`src/design/scan_sched_pkg.sv`:
```
// Package of constants and types for the scan and autocalibration scheduler
package scan_sched_pkg;

	// ==========================================
	// Clock and time base
	localparam int CLK_HZ = 250_000_000;
	localparam int TICK_MS = 1;
	localparam int CYC_PER_MS = CLK_HZ / 1000 * TICK_MS;
	localparam int CAL_PERIOD_MIN = 5;
	localparam int CAL_PERIOD_MS = CAL_PERIOD_MIN * 60 * 1000;

	// ==========================================
	// Register offsets (byte addresses)
	localparam logic [7:0] REG_CTRL = 8'h00;
	localparam logic [7:0] REG_CFG0 = 8'h04;
	localparam logic [7:0] REG_CFG_STEP = 8'h04;
	localparam logic [7:0] REG_STATUS = 8'h14;
	localparam logic [7:0] REG_SCAN_MS = 8'h18;

	// ==========================================
	// Field positions and reset values
	localparam int CTRL_CYC_DIS_BIT = 0;
	localparam logic CTRL_CYC_DIS_RST = 1'b0;
	localparam int CFG_W = 5;
	localparam int CFG_FILT_LSB = 0;
	localparam int CFG_TC_BIT = 3;
	localparam int CFG_EN_BIT = 4;
	localparam logic [4:0] CFG_RST = 5'h00;
	localparam int ST_CAL_BIT = 0;
	localparam int ST_STARTUP_BIT = 1;
	localparam int ST_RUN_BIT = 2;
	localparam int ST_REQ_BIT = 3;
	localparam int ST_HOLD_LSB = 4;
	localparam int ST_INVALID_LSB = 8;
	localparam int ST_CHAN_LSB = 16;
	localparam int NUM_CH = 4;
	localparam int NUM_INVALID = 6;

	// ==========================================
	// Slot kinds and calibration pointer codes
	localparam logic [1:0] KIND_CONV = 2'h0;
	localparam logic [1:0] KIND_CJ = 2'h1;
	localparam logic [1:0] KIND_SELF = 2'h2;
	localparam logic [1:0] KIND_OFFS = 2'h3;
	localparam logic [2:0] PTR_NONE = 3'h4;
	localparam logic [2:0] PTR_CJ = 3'h4;
	localparam logic [2:0] PTR_DONE = 3'h7;

	// ==========================================
	// Millisecond tables, indexed by filter code 0..5 (10, 50, 60, 250, 500, 1k Hz)
	localparam logic [5:0][9:0] SLOT_MS = {10'h007, 10'h009, 10'h00f, 10'h035, 10'h03f, 10'h12f};
	localparam logic [5:0][9:0] SELF_MS = {10'h009, 10'h00f, 10'h01b, 10'h067, 10'h07b, 10'h25b};
	localparam logic [5:0][9:0] OFFS_MS = {10'h006, 10'h009, 10'h00f, 10'h035, 10'h03f, 10'h12f};
	localparam logic [2:0] FILT_MAX = 3'h5;

	typedef enum logic [2:0] {ST_PROG, ST_IDLE, ST_CONV, ST_CJ, ST_CAL} sched_st_t;

	// Undefined filter codes fall back to the slowest filter, the safe choice
	function automatic logic [9:0] ms_of(input logic [5:0][9:0] t, input logic [2:0] f);
		return (f > FILT_MAX) ? t[0] : t[f];
	endfunction

endpackage

```
`src/design/ms_tick.sv`:
```
// Restartable millisecond tick generator
`timescale 1ns/1ps
module ms_tick #(
	parameter int P_CYC = scan_sched_pkg::CYC_PER_MS
) (
	input wire logic i_clk,
	input wire logic i_rst_n,
	input wire logic i_restart,
	output logic o_tick
);
	localparam int W = $clog2(P_CYC + 1);

	typedef struct packed {
		logic [W-1:0] cnt;
	} tick_state_t;

	tick_state_t q;
	tick_state_t n;

	// ==========================================
	// Divider
	assign o_tick = (q.cnt == W'(P_CYC - 1));

	always_comb begin
		n = q;
		if (i_restart || o_tick) begin
			n.cnt = '0;
		end else begin
			n.cnt = q.cnt + W'(1);
		end
	end

	always_ff @(posedge i_clk) begin
		if (!i_rst_n) begin
			q <= '0;
		end else begin
			q <= n;
		end
	end
endmodule

```
`src/design/scan_and_autocal_scheduler.sv`:
```
// Scan sequencer and staggered autocalibration scheduler for four input channels
// ==========================================
`timescale 1ns/1ps
module scan_and_autocal_scheduler #(
	parameter int P_CYC_PER_MS = scan_sched_pkg::CYC_PER_MS,
	parameter int P_CAL_PERIOD_MS = scan_sched_pkg::CAL_PERIOD_MS
) (
	input wire logic i_clk,
	input wire logic i_rst_n,
	input wire logic i_run_mode,
	input wire logic [7:0] i_addr,
	input wire logic [31:0] i_wdata,
	input wire logic i_wr,
	input wire logic i_rd,
	output logic [31:0] o_rdata,
	output logic o_slot_start,
	output logic [1:0] o_slot_kind,
	output logic [2:0] o_slot_chan,
	output logic [2:0] o_slot_filter,
	output logic o_upd_valid,
	output logic [1:0] o_upd_chan,
	output logic [3:0] o_hold,
	output logic [5:0] o_data_invalid,
	output logic o_cal_busy
);
	typedef struct packed {
		scan_sched_pkg::sched_st_t st;
		logic [2:0] idx;
		logic [9:0] left;
		logic cyc_dis;
		logic [3:0][4:0] cfg;
		logic startup;
		logic cal_act;
		logic cal_req;
		logic [2:0] cal_ch;
		logic cal_ph;
		logic [18:0] cyc_ms;
		logic [3:0] hold;
		logic [15:0] scan_ms;
		logic [15:0] last_scan;
		logic [31:0] rdata;
		logic slot_start;
		logic [1:0] slot_kind;
		logic [2:0] slot_chan;
		logic [2:0] slot_filter;
		logic upd_valid;
		logic [1:0] upd_chan;
	} sched_state_t;

	sched_state_t q;
	sched_state_t n;
	logic tick;
	logic restart;
	logic [3:0] en;
	logic [3:0] tc;
	logic [3:0] need;
	logic any_tc;
	logic [2:0] cj_filt;

	// ==========================================
	// Millisecond time base, restarted at each slot so slots last whole milliseconds
	ms_tick #(.P_CYC(P_CYC_PER_MS)) u_tick (
		.i_clk(i_clk),
		.i_rst_n(i_rst_n),
		.i_restart(restart),
		.o_tick(tick)
	);

	// ==========================================
	// Per-channel decode
	for (genvar g = 0; g < scan_sched_pkg::NUM_CH; g++) begin : g_ch
		logic dup;
		assign en[g] = q.cfg[g][scan_sched_pkg::CFG_EN_BIT];
		assign tc[g] = en[g] && q.cfg[g][scan_sched_pkg::CFG_TC_BIT];
		always_comb begin
			dup = 1'b0;
			for (int j = 0; j < g; j++) begin
				if (en[j] && q.cfg[j][2:0] == q.cfg[g][2:0]) begin
					dup = 1'b1;
				end
			end
		end
		assign need[g] = en[g] && !dup;
	end

	assign any_tc = |tc;

	// Lowest filter frequency is the lowest code among thermocouple channels
	always_comb begin
		logic [2:0] f;
		cj_filt = scan_sched_pkg::FILT_MAX;
		f = '0;
		for (int i = 0; i < scan_sched_pkg::NUM_CH; i++) begin
			f = (q.cfg[i][2:0] > scan_sched_pkg::FILT_MAX) ? 3'h0 : q.cfg[i][2:0];
			if (tc[i] && f < cj_filt) begin
				cj_filt = f;
			end
		end
	end

	function automatic logic [2:0] first_from(input logic [3:0] m, input logic [2:0] from);
		logic [2:0] r;
		r = scan_sched_pkg::PTR_NONE;
		for (int i = 3; i >= 0; i--) begin
			if (m[i] && 3'(i) >= from) begin
				r = 3'(i);
			end
		end
		return r;
	endfunction

	// Next calibration target at or after from; cold junction last, then done
	function automatic logic [2:0] next_cal(input logic [3:0] m, input logic t, input logic [2:0] from);
		logic [2:0] r;
		r = first_from(m, from);
		if (r == scan_sched_pkg::PTR_NONE) begin
			r = t ? scan_sched_pkg::PTR_CJ : scan_sched_pkg::PTR_DONE;
		end
		return r;
	endfunction

	// ==========================================
	// Sequencer
	always_comb begin
		logic step_end;
		logic to_next;
		logic to_eos;
		logic to_cal;
		logic to_scan;
		logic launch;
		logic [1:0] lk;
		logic [2:0] lch;
		logic [2:0] lf;
		logic [2:0] c;
		n = q;
		step_end = tick && q.left == 10'h001;
		to_next = 1'b0;
		to_eos = 1'b0;
		to_cal = 1'b0;
		to_scan = 1'b0;
		launch = 1'b0;
		lk = scan_sched_pkg::KIND_CONV;
		lch = '0;
		lf = '0;
		c = '0;
		n.slot_start = 1'b0;
		n.upd_valid = 1'b0;
		n.rdata = '0;
		if (tick) begin
			n.left = q.left - 10'h001;
			if (q.scan_ms != 16'hffff) begin
				n.scan_ms = q.scan_ms + 16'h0001;
			end
		end

		if (!i_run_mode) begin
			n.st = scan_sched_pkg::ST_PROG;
			n.startup = 1'b0;
			n.cal_act = 1'b0;
		end else begin
			case (q.st)
				scan_sched_pkg::ST_PROG: begin
					// Entering run starts a full calibration whatever the cyclic setting
					n.startup = 1'b1;
					n.cal_act = 1'b1;
					n.cal_req = 1'b0;
					n.cyc_ms = '0;
					n.cal_ph = 1'b0;
					n.cal_ch = next_cal(need, any_tc, 3'h0);
					to_cal = 1'b1;
				end
				scan_sched_pkg::ST_IDLE: begin
					to_scan = |en;
				end
				scan_sched_pkg::ST_CONV: begin
					if (step_end) begin
						if (!q.startup && !q.hold[q.idx[1:0]]) begin
							n.upd_valid = 1'b1;
							n.upd_chan = q.idx[1:0];
						end
						to_next = 1'b1;
					end
				end
				scan_sched_pkg::ST_CJ: begin
					to_eos = step_end;
				end
				scan_sched_pkg::ST_CAL: begin
					if (step_end) begin
						if (q.cal_ch != scan_sched_pkg::PTR_CJ && !q.cal_ph) begin
							n.cal_ph = 1'b1;
						end else if (q.cal_ch == scan_sched_pkg::PTR_CJ) begin
							n.cal_ch = scan_sched_pkg::PTR_DONE;
						end else begin
							n.cal_ph = 1'b0;
							n.cal_ch = next_cal(need, any_tc, 3'(q.cal_ch + 3'h1));
						end
						// Startup runs steps back to back; otherwise one step per scan
						if (q.startup) begin
							to_cal = 1'b1;
						end else begin
							to_scan = 1'b1;
							if (n.cal_ch == scan_sched_pkg::PTR_DONE) begin
								n.cal_act = 1'b0;
								if (!q.cal_req) begin
									n.hold = '0;
								end
							end
						end
					end
				end
				default: begin
					n.st = scan_sched_pkg::ST_PROG;
				end
			endcase
		end

		if (to_next) begin
			c = first_from(en, 3'(q.idx + 3'h1));
			if (c != scan_sched_pkg::PTR_NONE) begin
				launch = 1'b1;
				lch = c;
			end else if (any_tc) begin
				launch = 1'b1;
				lk = scan_sched_pkg::KIND_CJ;
				lch = scan_sched_pkg::PTR_CJ;
			end else begin
				to_eos = 1'b1;
			end
		end

		if (to_eos) begin
			if (!n.cal_act && n.cal_req) begin
				n.cal_act = 1'b1;
				n.cal_req = 1'b0;
				n.cyc_ms = '0;
				n.cal_ph = 1'b0;
				n.cal_ch = next_cal(need, any_tc, 3'h0);
			end
			to_cal = 1'b1;
		end

		if (to_cal) begin
			if (n.cal_act && n.cal_ch != scan_sched_pkg::PTR_DONE) begin
				launch = 1'b1;
				lch = n.cal_ch;
				lk = (n.cal_ph && n.cal_ch != scan_sched_pkg::PTR_CJ) ? scan_sched_pkg::KIND_OFFS
					: scan_sched_pkg::KIND_SELF;
			end else begin
				if (n.cal_act) begin
					n.cal_act = 1'b0;
					if (!n.cal_req) begin
						n.hold = '0;
					end
				end
				n.startup = 1'b0;
				to_scan = 1'b1;
			end
		end

		if (to_scan && !launch) begin
			n.last_scan = n.scan_ms;
			n.scan_ms = '0;
			c = first_from(en, 3'h0);
			if (c != scan_sched_pkg::PTR_NONE) begin
				launch = 1'b1;
				lch = c;
				lk = scan_sched_pkg::KIND_CONV;
			end else begin
				n.st = scan_sched_pkg::ST_IDLE;
			end
		end

		if (launch) begin
			lf = (lch == scan_sched_pkg::PTR_CJ) ? cj_filt : q.cfg[lch[1:0]][2:0];
			n.slot_start = 1'b1;
			n.slot_kind = lk;
			n.slot_chan = lch;
			n.slot_filter = lf;
			case (lk)
				scan_sched_pkg::KIND_CONV: begin
					n.st = scan_sched_pkg::ST_CONV;
					n.idx = lch;
					n.left = scan_sched_pkg::ms_of(scan_sched_pkg::SLOT_MS, lf);
				end
				scan_sched_pkg::KIND_CJ: begin
					n.st = scan_sched_pkg::ST_CJ;
					n.left = scan_sched_pkg::ms_of(scan_sched_pkg::SLOT_MS, lf);
				end
				scan_sched_pkg::KIND_SELF: begin
					n.st = scan_sched_pkg::ST_CAL;
					n.left = scan_sched_pkg::ms_of(scan_sched_pkg::SELF_MS, lf);
				end
				default: begin
					n.st = scan_sched_pkg::ST_CAL;
					n.left = scan_sched_pkg::ms_of(scan_sched_pkg::OFFS_MS, lf);
				end
			endcase
		end

		// Period timer; not counted during startup, so it does not fire right after it
		if (i_run_mode && q.st != scan_sched_pkg::ST_PROG && !q.startup && !q.cyc_dis && tick) begin
			if (n.cyc_ms >= 19'(P_CAL_PERIOD_MS - 1)) begin
				n.cyc_ms = '0;
				n.cal_req = 1'b1;
			end else begin
				n.cyc_ms = n.cyc_ms + 19'h00001;
			end
		end

		// Register writes come last so a new request wins over a clear in the same cycle
		if (i_wr) begin
			if (i_addr == scan_sched_pkg::REG_CTRL) begin
				n.cyc_dis = i_wdata[scan_sched_pkg::CTRL_CYC_DIS_BIT];
				if (q.cyc_dis && !i_wdata[scan_sched_pkg::CTRL_CYC_DIS_BIT]) begin
					n.cal_req = 1'b1;
				end
			end
			for (int i = 0; i < scan_sched_pkg::NUM_CH; i++) begin
				if (i_addr == 8'(scan_sched_pkg::REG_CFG0 + 8'(i) * scan_sched_pkg::REG_CFG_STEP)) begin
					n.cfg[i] = i_wdata[scan_sched_pkg::CFG_W-1:0];
					if (i_run_mode && q.st != scan_sched_pkg::ST_PROG && !q.startup
						&& i_wdata[scan_sched_pkg::CFG_W-1:0] != q.cfg[i]) begin
						n.hold[i] = 1'b1;
						n.cal_req = 1'b1;
					end
				end
			end
		end

		if (i_rd) begin
			case (i_addr)
				scan_sched_pkg::REG_CTRL: begin
					n.rdata[scan_sched_pkg::CTRL_CYC_DIS_BIT] = q.cyc_dis;
				end
				scan_sched_pkg::REG_STATUS: begin
					n.rdata[scan_sched_pkg::ST_CAL_BIT] = q.cal_act;
					n.rdata[scan_sched_pkg::ST_STARTUP_BIT] = q.startup;
					n.rdata[scan_sched_pkg::ST_RUN_BIT] = q.st != scan_sched_pkg::ST_PROG;
					n.rdata[scan_sched_pkg::ST_REQ_BIT] = q.cal_req;
					n.rdata[scan_sched_pkg::ST_HOLD_LSB +: 4] = q.hold;
					n.rdata[scan_sched_pkg::ST_INVALID_LSB +: 6] = {scan_sched_pkg::NUM_INVALID{q.startup}};
					n.rdata[scan_sched_pkg::ST_CHAN_LSB +: 3] = q.slot_chan;
				end
				scan_sched_pkg::REG_SCAN_MS: begin
					n.rdata[15:0] = q.last_scan;
				end
				default: begin
					for (int i = 0; i < scan_sched_pkg::NUM_CH; i++) begin
						if (i_addr == 8'(scan_sched_pkg::REG_CFG0 + 8'(i) * scan_sched_pkg::REG_CFG_STEP)) begin
							n.rdata[scan_sched_pkg::CFG_W-1:0] = q.cfg[i];
						end
					end
				end
			endcase
		end

		restart = launch;
	end

	always_ff @(posedge i_clk) begin
		if (!i_rst_n) begin
			q <= '0;
			q.st <= scan_sched_pkg::ST_PROG;
			q.cyc_dis <= scan_sched_pkg::CTRL_CYC_DIS_RST;
			q.cfg <= {scan_sched_pkg::NUM_CH{scan_sched_pkg::CFG_RST}};
		end else begin
			q <= n;
		end
	end

	// ==========================================
	// Outputs
	assign o_rdata = q.rdata;
	assign o_slot_start = q.slot_start;
	assign o_slot_kind = q.slot_kind;
	assign o_slot_chan = q.slot_chan;
	assign o_slot_filter = q.slot_filter;
	assign o_upd_valid = q.upd_valid;
	assign o_upd_chan = q.upd_chan;
	assign o_hold = q.hold;
	assign o_data_invalid = {scan_sched_pkg::NUM_INVALID{q.startup}};
	assign o_cal_busy = q.cal_act;
endmodule

```
`config.mk`:
```
export PLATFORM = sky130hd
export DESIGN_NAME = scan_and_autocal_scheduler
export DESIGN_NICKNAME = d
export VERILOG_FILES = /design/src/design/scan_sched_pkg.sv /design/src/design/ms_tick.sv /design/src/design/scan_and_autocal_scheduler.sv
export SDC_FILE = /design/constraint.sdc
export NUM_CORES = 1
export LEC_CHECK = 0
export ABC_CLOCK_PERIOD_IN_PS = 5000
export BUFFER_PORTS_ARGS = -buffer_cell sky130_fd_sc_hd__buf_4
export CAP_MARGIN = 30
export CORE_ASPECT_RATIO = 0.8
export CORE_MARGIN = 3
export CORE_UTILIZATION = 51
export DETAILED_ROUTE_END_ITERATION = 8
export PLACE_DENSITY = 0.76
export RECOVER_POWER = 50
export SETUP_SLACK_MARGIN = 0.4
export SLEW_MARGIN = 0
export SYNTH_ARGS = -nofsm -noshare
export SYNTH_HDL_FRONTEND = slang
export SYNTH_HIERARCHICAL = 1
export SYNTH_SLANG_ARGS = --single-unit
```
`constraint.sdc`:
```
create_clock -name i_clk -period 5 [get_ports i_clk]
set_input_delay 0.25 -clock i_clk [delete_from_list [all_inputs] [get_ports i_clk]]
set_output_delay 0.25 -clock i_clk [all_outputs]
set_load 0.03 [all_outputs]
```
==> impl_results.md, run 1 <==
- Synth area leader: dfxtp_1
- Worst VDD drop: 0.233 mV
- Core box area: 0.0167 mm2
- Critical-path maximum fanout: 6
- Row cnt: 42
- Vias in the first global route: 7674
- Vias: 8272
- Top Layer Used: met4
- DRC viols: 0
- Yosys warning total: 6
- Synthesis-to-layout area growth: 18.6%
- Metal3 WL: 2120 um
- Root buffer cell: clkbuf_16
- Mapped Area: 0.00877 mm2
- Initial core utilization: 52.5%
- Port bufs: 59
- NetSw: 1.38 mW
- Cts hold-fix bufs: 0
- Slew headroom: 38.9%
- Final setup viols: 0
- Status: completed
- Reg2Reg Launch Point: u_tick/q[10]$_SDFF_PP0_
- CP Cell Sequence: or4_1 > or3_4 > nor2_4 > and3b_2 > buf_4 > nand3_4 > buf_4 > o21ai_0 > a22oi_1 > or2_1 > a31o_2 > buf_4 > a221o_1 > and2_4 > mux2_4 > mux4_2 > o211ai_4 > o21ai_1 > o311a_1
- Die X-Extent: 153 um
- Period utilization: 97.4%
- CTS tree: done
- Total number of H-tree levels: 4
- CP Launch Type: flip-flop
- N_diodes: 0
- Layout Cells excl Fill: 1400
- Synth top area share: 33.8%
- Max-cap violations: 0
- Measured slew at the worst slew-check pin: 0.908 ns
- CP Capture Type: flip-flop
- Placed instance count: 1340
- Die H: 123 um
- Place WS: 0.0228 ns
- Top Ports: 100
- Clock-pin slew on the worst setup and hold paths: 0.06 ns
- Post-DP HPWL: 16700 um
- Drt first pass iters: 6
- Share of cells above drive strength 1: 19.7%
- Net Sw Frac: 35.5%
- WL final: 24200 um
- Metal-1 WL: 10700 um
- Routed wire length per instance: 17.3 um
- Met2 WL: 10800 um
- Total GRT Usage: 24.8%
- #FFs+latches synth: 148
- Sequential Power Share: 35.3%
- Max incr delay on CP: 0.54 ns
- RSZ-0062 raised after global routing: true
- Initial drt markers: 742
- Unique masters post-synth: 85
- Worst-skew pair later-pin latency: 0.42 ns
- Die Area: 0.0188 mm2
- Total gr overflow: 0
- Worst path most repeated cell: buf_4
- Flop2flop setup slack: 0.13 ns
- Largest net degree at the start of global routing: 50
- CTS buffer count: 17
- PnR Total Power: 3.90 mW
- Hold_sp: i_run_mode
- Top_reg_cell synth: dfxtp_1
- Setup Skew: 0.00995 ns
- Synth top area cells: dfxtp_1 (34%), nor2_1 (5.5%), nand2_1 (4.7%)
- Slowest cell on crit path: mux4_2
- Worst EP arrival: 5.17 ns
- Clock sinks: 148
- First-pass GRT wire length: 38300 um
- RD Place Congestion: 0.946
- Fin nets: 1235
- Final count of pins violating max slew: 0
- Hold Fails Final Rpt: 0
- Detail Route Antenna Nets: 0
- Critical Path RT: 5.30 ns
- Post-synthesis sequential area ratio: 33.8%
- Avg Inst Size Synth: 7.99 um2
- Int Pwr: 2.52 mW
- Minimum clock period: 4.87 ns
- Async SR Flop Fraction: 0%
- WHS: 0.133 ns
- Final worst slack: 0.131 ns
- Type of the worst setup path: reg2reg
- Max clock buf depth: 2
- Vias per inst: 5.91
- Hold crit path type: in2reg
- Clock power share: 32.7%
- Leakage: 3.92 nW
- Post-synth EDFFs: 0
- Gate power share: 32.0%
- Antenna violations before repair: 0
- Max Freq: 205 MHz
- Fin util: 62.3%
- Syn Inst Count: 1097
- CP startpoint: u_tick/q[10]$_SDFF_PP0_
- PwrDens: 375 mW/mm2
[power by group through the flow]
stage                     Combinational, mW  Clock [mW]  Sequential [mW]
final                                  1.25        1.28             1.38
after global routing                   1.36        1.33             1.39
after CTS                              1.19        1.29             1.37
after detailed placement               1.08           0             1.40
after global placement                 1.07           0             1.40
after floorplan                       0.795           0             1.38
[cells in the mapped netlist (15+ instances only)]
cell / instances
a22oi_1: 15
ha_1: 23
xor2_1: 46
o21ai_0: 19
clkbuf_1: 53
nand4_1: 28
nand2_1: 109
a211oi_1: 19
a21oi_1: 64
inv_1: 36
nand3_1: 59
buf_4: 52
nor3_1: 26
xnor2_1: 46
nor2_1: 128
dfxtp_1: 148
[flip-flops by register name (all words and copies together) (netlist names)]
name and flops:
o_rdata 19, o_data_invalid 1, en 4, o_slot_filter 3
o_hold 4, o_cal_busy 1, o_upd_chan 2, o_slot_start 1
q 89, o_slot_kind 2, u_tick/q 18, o_slot_chan 3
o_upd_valid 1
[worst paths after layout]
path,cells after the start,end
hold reg to reg,1,o_rdata[9]$_SDFF_PN0_
setup reg to reg,19,q[132]$_SDFFE_PN0P_
setup / recovery,19,q[132]$_SDFFE_PN0P_
hold / removal,3,o_data_invalid[0]$_SDFF_PN0_
[layout by cell type, fill, tap and decap left out, drive strengths merged, types with 14 or more instances in the layout]
| cell | count |
|---|---|
| xor2 | 46 |
| nor2 | 128 |
| a211oi | 19 |
| a22oi | 15 |
| xnor2 | 46 |
| nand2 | 109 |
| clkbuf | 67 |
| nand4 | 28 |
| o21ai | 26 |
| inv | 42 |
| and3 | 14 |
| nand3 | 60 |
| ha | 23 |
| buf | 105 |
| a21oi | 65 |
| and2 | 15 |
| nor3 | 27 |
| dfxtp | 148 |
[critical path, delay by kind of cell, from the launching register on]
| family | cells | cell delay (ns) |
|---|---|---|
| simple gates | 7 | 1.72 |
| compound gates | 7 | 1.41 |
| mux | 2 | 0.83 |
| buf+inv | 3 | 0.48 |
| flops | 1 | 0.32 |
[repair_timing]
action,CTS,global route
endpoints found under the setup margin,30,32
resized for setup,44,41
pin swaps,37,24
buffers inserted,20,6
endpoints found under the hold margin,0,0
gates cloned,1,1
[area by class of cell]
class | count | area (um2)
Clock inverter | 13 | 145
Multi-Input combinational cell | 808 | 5420
Sequential cell | 148 | 2970
Timing Repair Buffer | 153 | 991
Fill cell | 1451 | 6310
Inverter | 39 | 151
Clock buffer | 19 | 453
Tap cell | 220 | 275
[layer usage]
layer / up-vias / track usage (%)
li1: 3950 / -
met4: 0 / 7.74
met3: 55 / 6.02
met5: - / 0
met1: 3878 / 33.8
met2: 389 / 39.2
[cell families after synthesis]
group	after synthesis	synth area share, %
and+or+nand+nor	444	24.7
AOI/OAI and AO/OA	215	17.1
buffers and inverters	154	9.09
DFF	148	33.8
xor gates and xnor gates	92	9.19
adders and majority gates	23	3.28
muxes	20	2.87
other	1	0.0428
[per-stage QoR]
stage | instance area (um2) | TNS (ns)
6_report | 10400 | 0
3_5_place_dp | 9430 | 0
2_1_floorplan | 8880 | 0
4_1_cts | 10400 | 0
3_3_place_gp | 9430 | 0
5_1_grt | 10400 | -0.104
No activity file was read; power rests on OpenSTA's default activity.
==> inputs of run 2 (changes only) <==
--- a/config.mk
+++ b/config.mk
@@ -5,6 +5,7 @@
 export SDC_FILE = /design/constraint.sdc
 export NUM_CORES = 1
 export LEC_CHECK = 0
+export ABC_AREA = 1
 export ABC_CLOCK_PERIOD_IN_PS = 5000
 export BUFFER_PORTS_ARGS = -buffer_cell sky130_fd_sc_hd__buf_4
 export CAP_MARGIN = 30
==> run 2 against run 1 <==
The flow now finishes with violations (capacitance limit, slew limit). Critical endpoint is now q[128]$_SDFFE_PN0P_. Global-route usage up 1.0 points. Die area grew 6.4%. Maximum frequency is 9.3% higher. Critical path depth rose by 15. Clock power about the same. Combinational power fell by 54%. Clock-buffer cell count stayed put. Worst hold slack got worse by 0.028 ns. Critical path type unchanged. Total power fell by 20%. Final area increased by 0.85%. Area after synthesis rose by 6.7%. Flip-flop and latch count unchanged.
==> impl_results.md, run 2 <==
- Clock sinks: 148
- PwrDens: 298 mW/mm2
- Final count of pins violating max slew: 57
- Synth top area share: 31.7%
- RD Place Congestion: 0.934
- Largest net degree at the start of global routing: 57
- RSZ-0062 raised after global routing: true
- DRC viols: 0
- Synthesis-to-layout area growth: 12.2%
- Gate power share: 18.2%
- CP Launch Type: flip-flop
- Multiplexer area fraction after synthesis: 0%
- Yosys warning total: 6
- Synth top area cells: dfxtp_1 (32%), nand2_1 (9.5%), nor2_1 (7.6%)
- Vias: 9210
- Critical-path maximum fanout: 13
- Critical Path RT: 5.34 ns
- Net Sw Frac: 31.9%
- Post-DP HPWL: 18800 um
- Status: finished with violations
- Detail Route Antenna Nets: 0
- Clock power share: 40.6%
- Placed instance count: 1612
- Most common cell in the netlist: nand2_1
- Post-Synth Simple-Gate Area: 31.9%
- Mapped Area: 0.00936 mm2
- Unique masters post-synth: 58
- Row cnt: 43
- Violated checks: capacitance limit, slew limit
- CTS tree: done
- #FFs+latches synth: 148
- Total GRT Usage: 25.8%
- Post-synthesis xor/xnor area fraction: 4.21%
- Minimum clock period: 4.46 ns
- Drt first pass iters: 6
- Fin nets: 1496
- CTS buffer count: 17
- Max incr delay on CP: 0.40 ns
- Most common cell after layout, fill and taps aside: nand2_1
- Hold Fails Final Rpt: 0
- Post-synth EDFFs: 0
- Number of flip-flops in the largest register: 89
- Routed wire length per instance: 15.8 um
- Area after DPL: 0.00963 mm2
- Hold crit path type: in2reg
- Met3 Usage GRT: 5.82%
- Core box area: 0.0176 mm2
- Sequential Power Share: 41.2%
- Setup Skew: 0.0109 ns
- Commonest cells in the netlist: nand2_1 (238), nor2_1 (190), inv_1 (180)
- Final setup TNS: 0 ns
- Top_reg_cell synth: dfxtp_1
- Die Area: 0.0200 mm2
- Syn Inst Count: 1394
- Measured slew at the worst slew-check pin: 2.38 ns
- Max-cap violations: 1
- Share of cells above drive strength 1: 14.5%
- Vias per inst: 5.53
- Top reg by flops: q
- Slowest cell on crit path: dfxtp_1
- Flop2flop setup slack: 0.54 ns
- Total number of H-tree levels: 4
- Fin util: 59.5%
- Die X-Extent: 157 um
- Initial drt markers: 844
- WL final: 26200 um
- Clock-pin slew on the worst setup and hold paths: 0.07 ns
- Worst path most repeated cell: nand2_1
- Vias in the first global route: 8450
- Async SR Flop Fraction: 0%
- Main combinational cell family by area after synthesis: simple AND/OR/NAND/NOR gates
- PnR Total Power: 3.12 mW
- Int Pwr: 2.13 mW
- Synth area leader: dfxtp_1
- First-pass GRT wire length: 42100 um
- Met1 Use GR: 37.5%
- Type of the worst setup path: reg2reg
- Die H: 127 um
- Max clock buf depth: 2
- Adder-Cell Fraction of Synth Area: 3.08%
- Cts hold-fix bufs: 0
- Layout Cells excl Fill: 1664
- NetSw: 0.995 mW
- Post-synthesis sequential area ratio: 31.7%
- N_diodes: 0
- Slew headroom: -58.7%
- Final worst slack: 0.545 ns
- Total gr overflow: 0
- Root buffer cell: clkbuf_16
- Port bufs: 59
- Place WS: 0.175 ns
- Leakage: 4.14 nW
- Worst-skew pair later-pin latency: 0.43 ns
- GR peak layer: met2
- Period utilization: 89.1%
- CP Capture Type: flip-flop
- Commonest non-fill, non-tap cells in the layout: nand2_1 (229), nor2_1 (182), inv_1 (175)
- Antenna violations before repair: 0
- Top Ports: 100
- Initial core utilization: 53.0%
- Met2 global-route usage: 39.3%
- Final Cell Area: 0.0105 mm2
- Synth Area in Compound Gates: 14.8%
- Avg Inst Size Synth: 6.71 um2
- WHS: 0.105 ns
- Max Freq: 224 MHz
- Worst VDD drop: 0.276 mV
- Worst EP arrival: 4.80 ns
- Final setup viols: 0
## run 2: changes by cell type after synthesis, moves of 26 or more
cell,previous run,this run
inv_1,36,180
o21ai_0,19,85
xnor2_1,46,11
nand3_1,59,88
clkbuf_1,53,20
nand2_1,109,238
nor2_1,128,190
a21oi_1,64,90
## run 2: area by class of cell
cell class | count | area (um2)
clock buffer | 19 | 453
multi-input combinational | 972 | 5350
sequential | 148 | 2990
timing repair buffer | 95 | 552
tap | 225 | 282
fill | 1703 | 7150
inverter | 194 | 747
clock inverter | 11 | 119
## run 2: path summary, 6_finish.rpt
check                           depth (start not counted)                     end                    from
worst max-delay path                                   34     q[128]$_SDFFE_PN0P_  u_tick/q[1]$_SDFF_PP0_
worst min-delay path                                    2     q[126]$_SDFFE_PN0P_                    i_wr
worst max register to register                         34     q[128]$_SDFFE_PN0P_  u_tick/q[1]$_SDFF_PP0_
worst min register to register                          2  o_rdata[15]$_SDFF_PN0_      q[59]$_SDFFE_PN0N_
## run 2: critical path, delay by kind of cell (launching register included)
| kind | cells | cell delay (ns) |
|---|---|---|
| and+or+nand+nor | 24 | 2.66 |
| AOI/OAI and AO/OA | 2 | 0.33 |
| DFF | 1 | 0.40 |
| buffers and inverters | 6 | 0.58 |
| adders and majority gates | 2 | 0.37 |
## run 2: kinds of logic (layout without fill, tap and decap cells)
family | Yosys count | count (layout)
other cells | 1 | 13
fa+ha+maj | 23 | 23
buf+inv | 286 | 319
simple gates | 646 | 646
compound gates | 245 | 245
flops | 148 | 148
xor+xnor | 45 | 45
## run 2: metal layers
metal / part of all wire (%) / wire length (um)
met1: 47 / 12400
met4: 1.1 / 300
met3: 8.0 / 2110
met2: 44 / 11500
met5: 0 / 0
## run 2: power by group through the flow
stage / Sequential, mW / Clock, mW / Combinational (mW)
6_report: 1.29 / 1.27 / 0.569
5_1_grt: 1.29 / 1.33 / 0.635
4_1_cts: 1.28 / 1.28 / 0.539
3_5_place_dp: 1.31 / 0 / 0.532
3_3_place_gp: 1.31 / 0 / 0.524
2_1_floorplan: 1.29 / 0 / 0.430
## run 2: timing repair
item / 4_1_cts / 5_1_grt
gates resized for setup: 11 / 75
endpoints found under the setup margin: 8 / 63
pin swaps: 3 / 23
setup buffers: 5 / 17
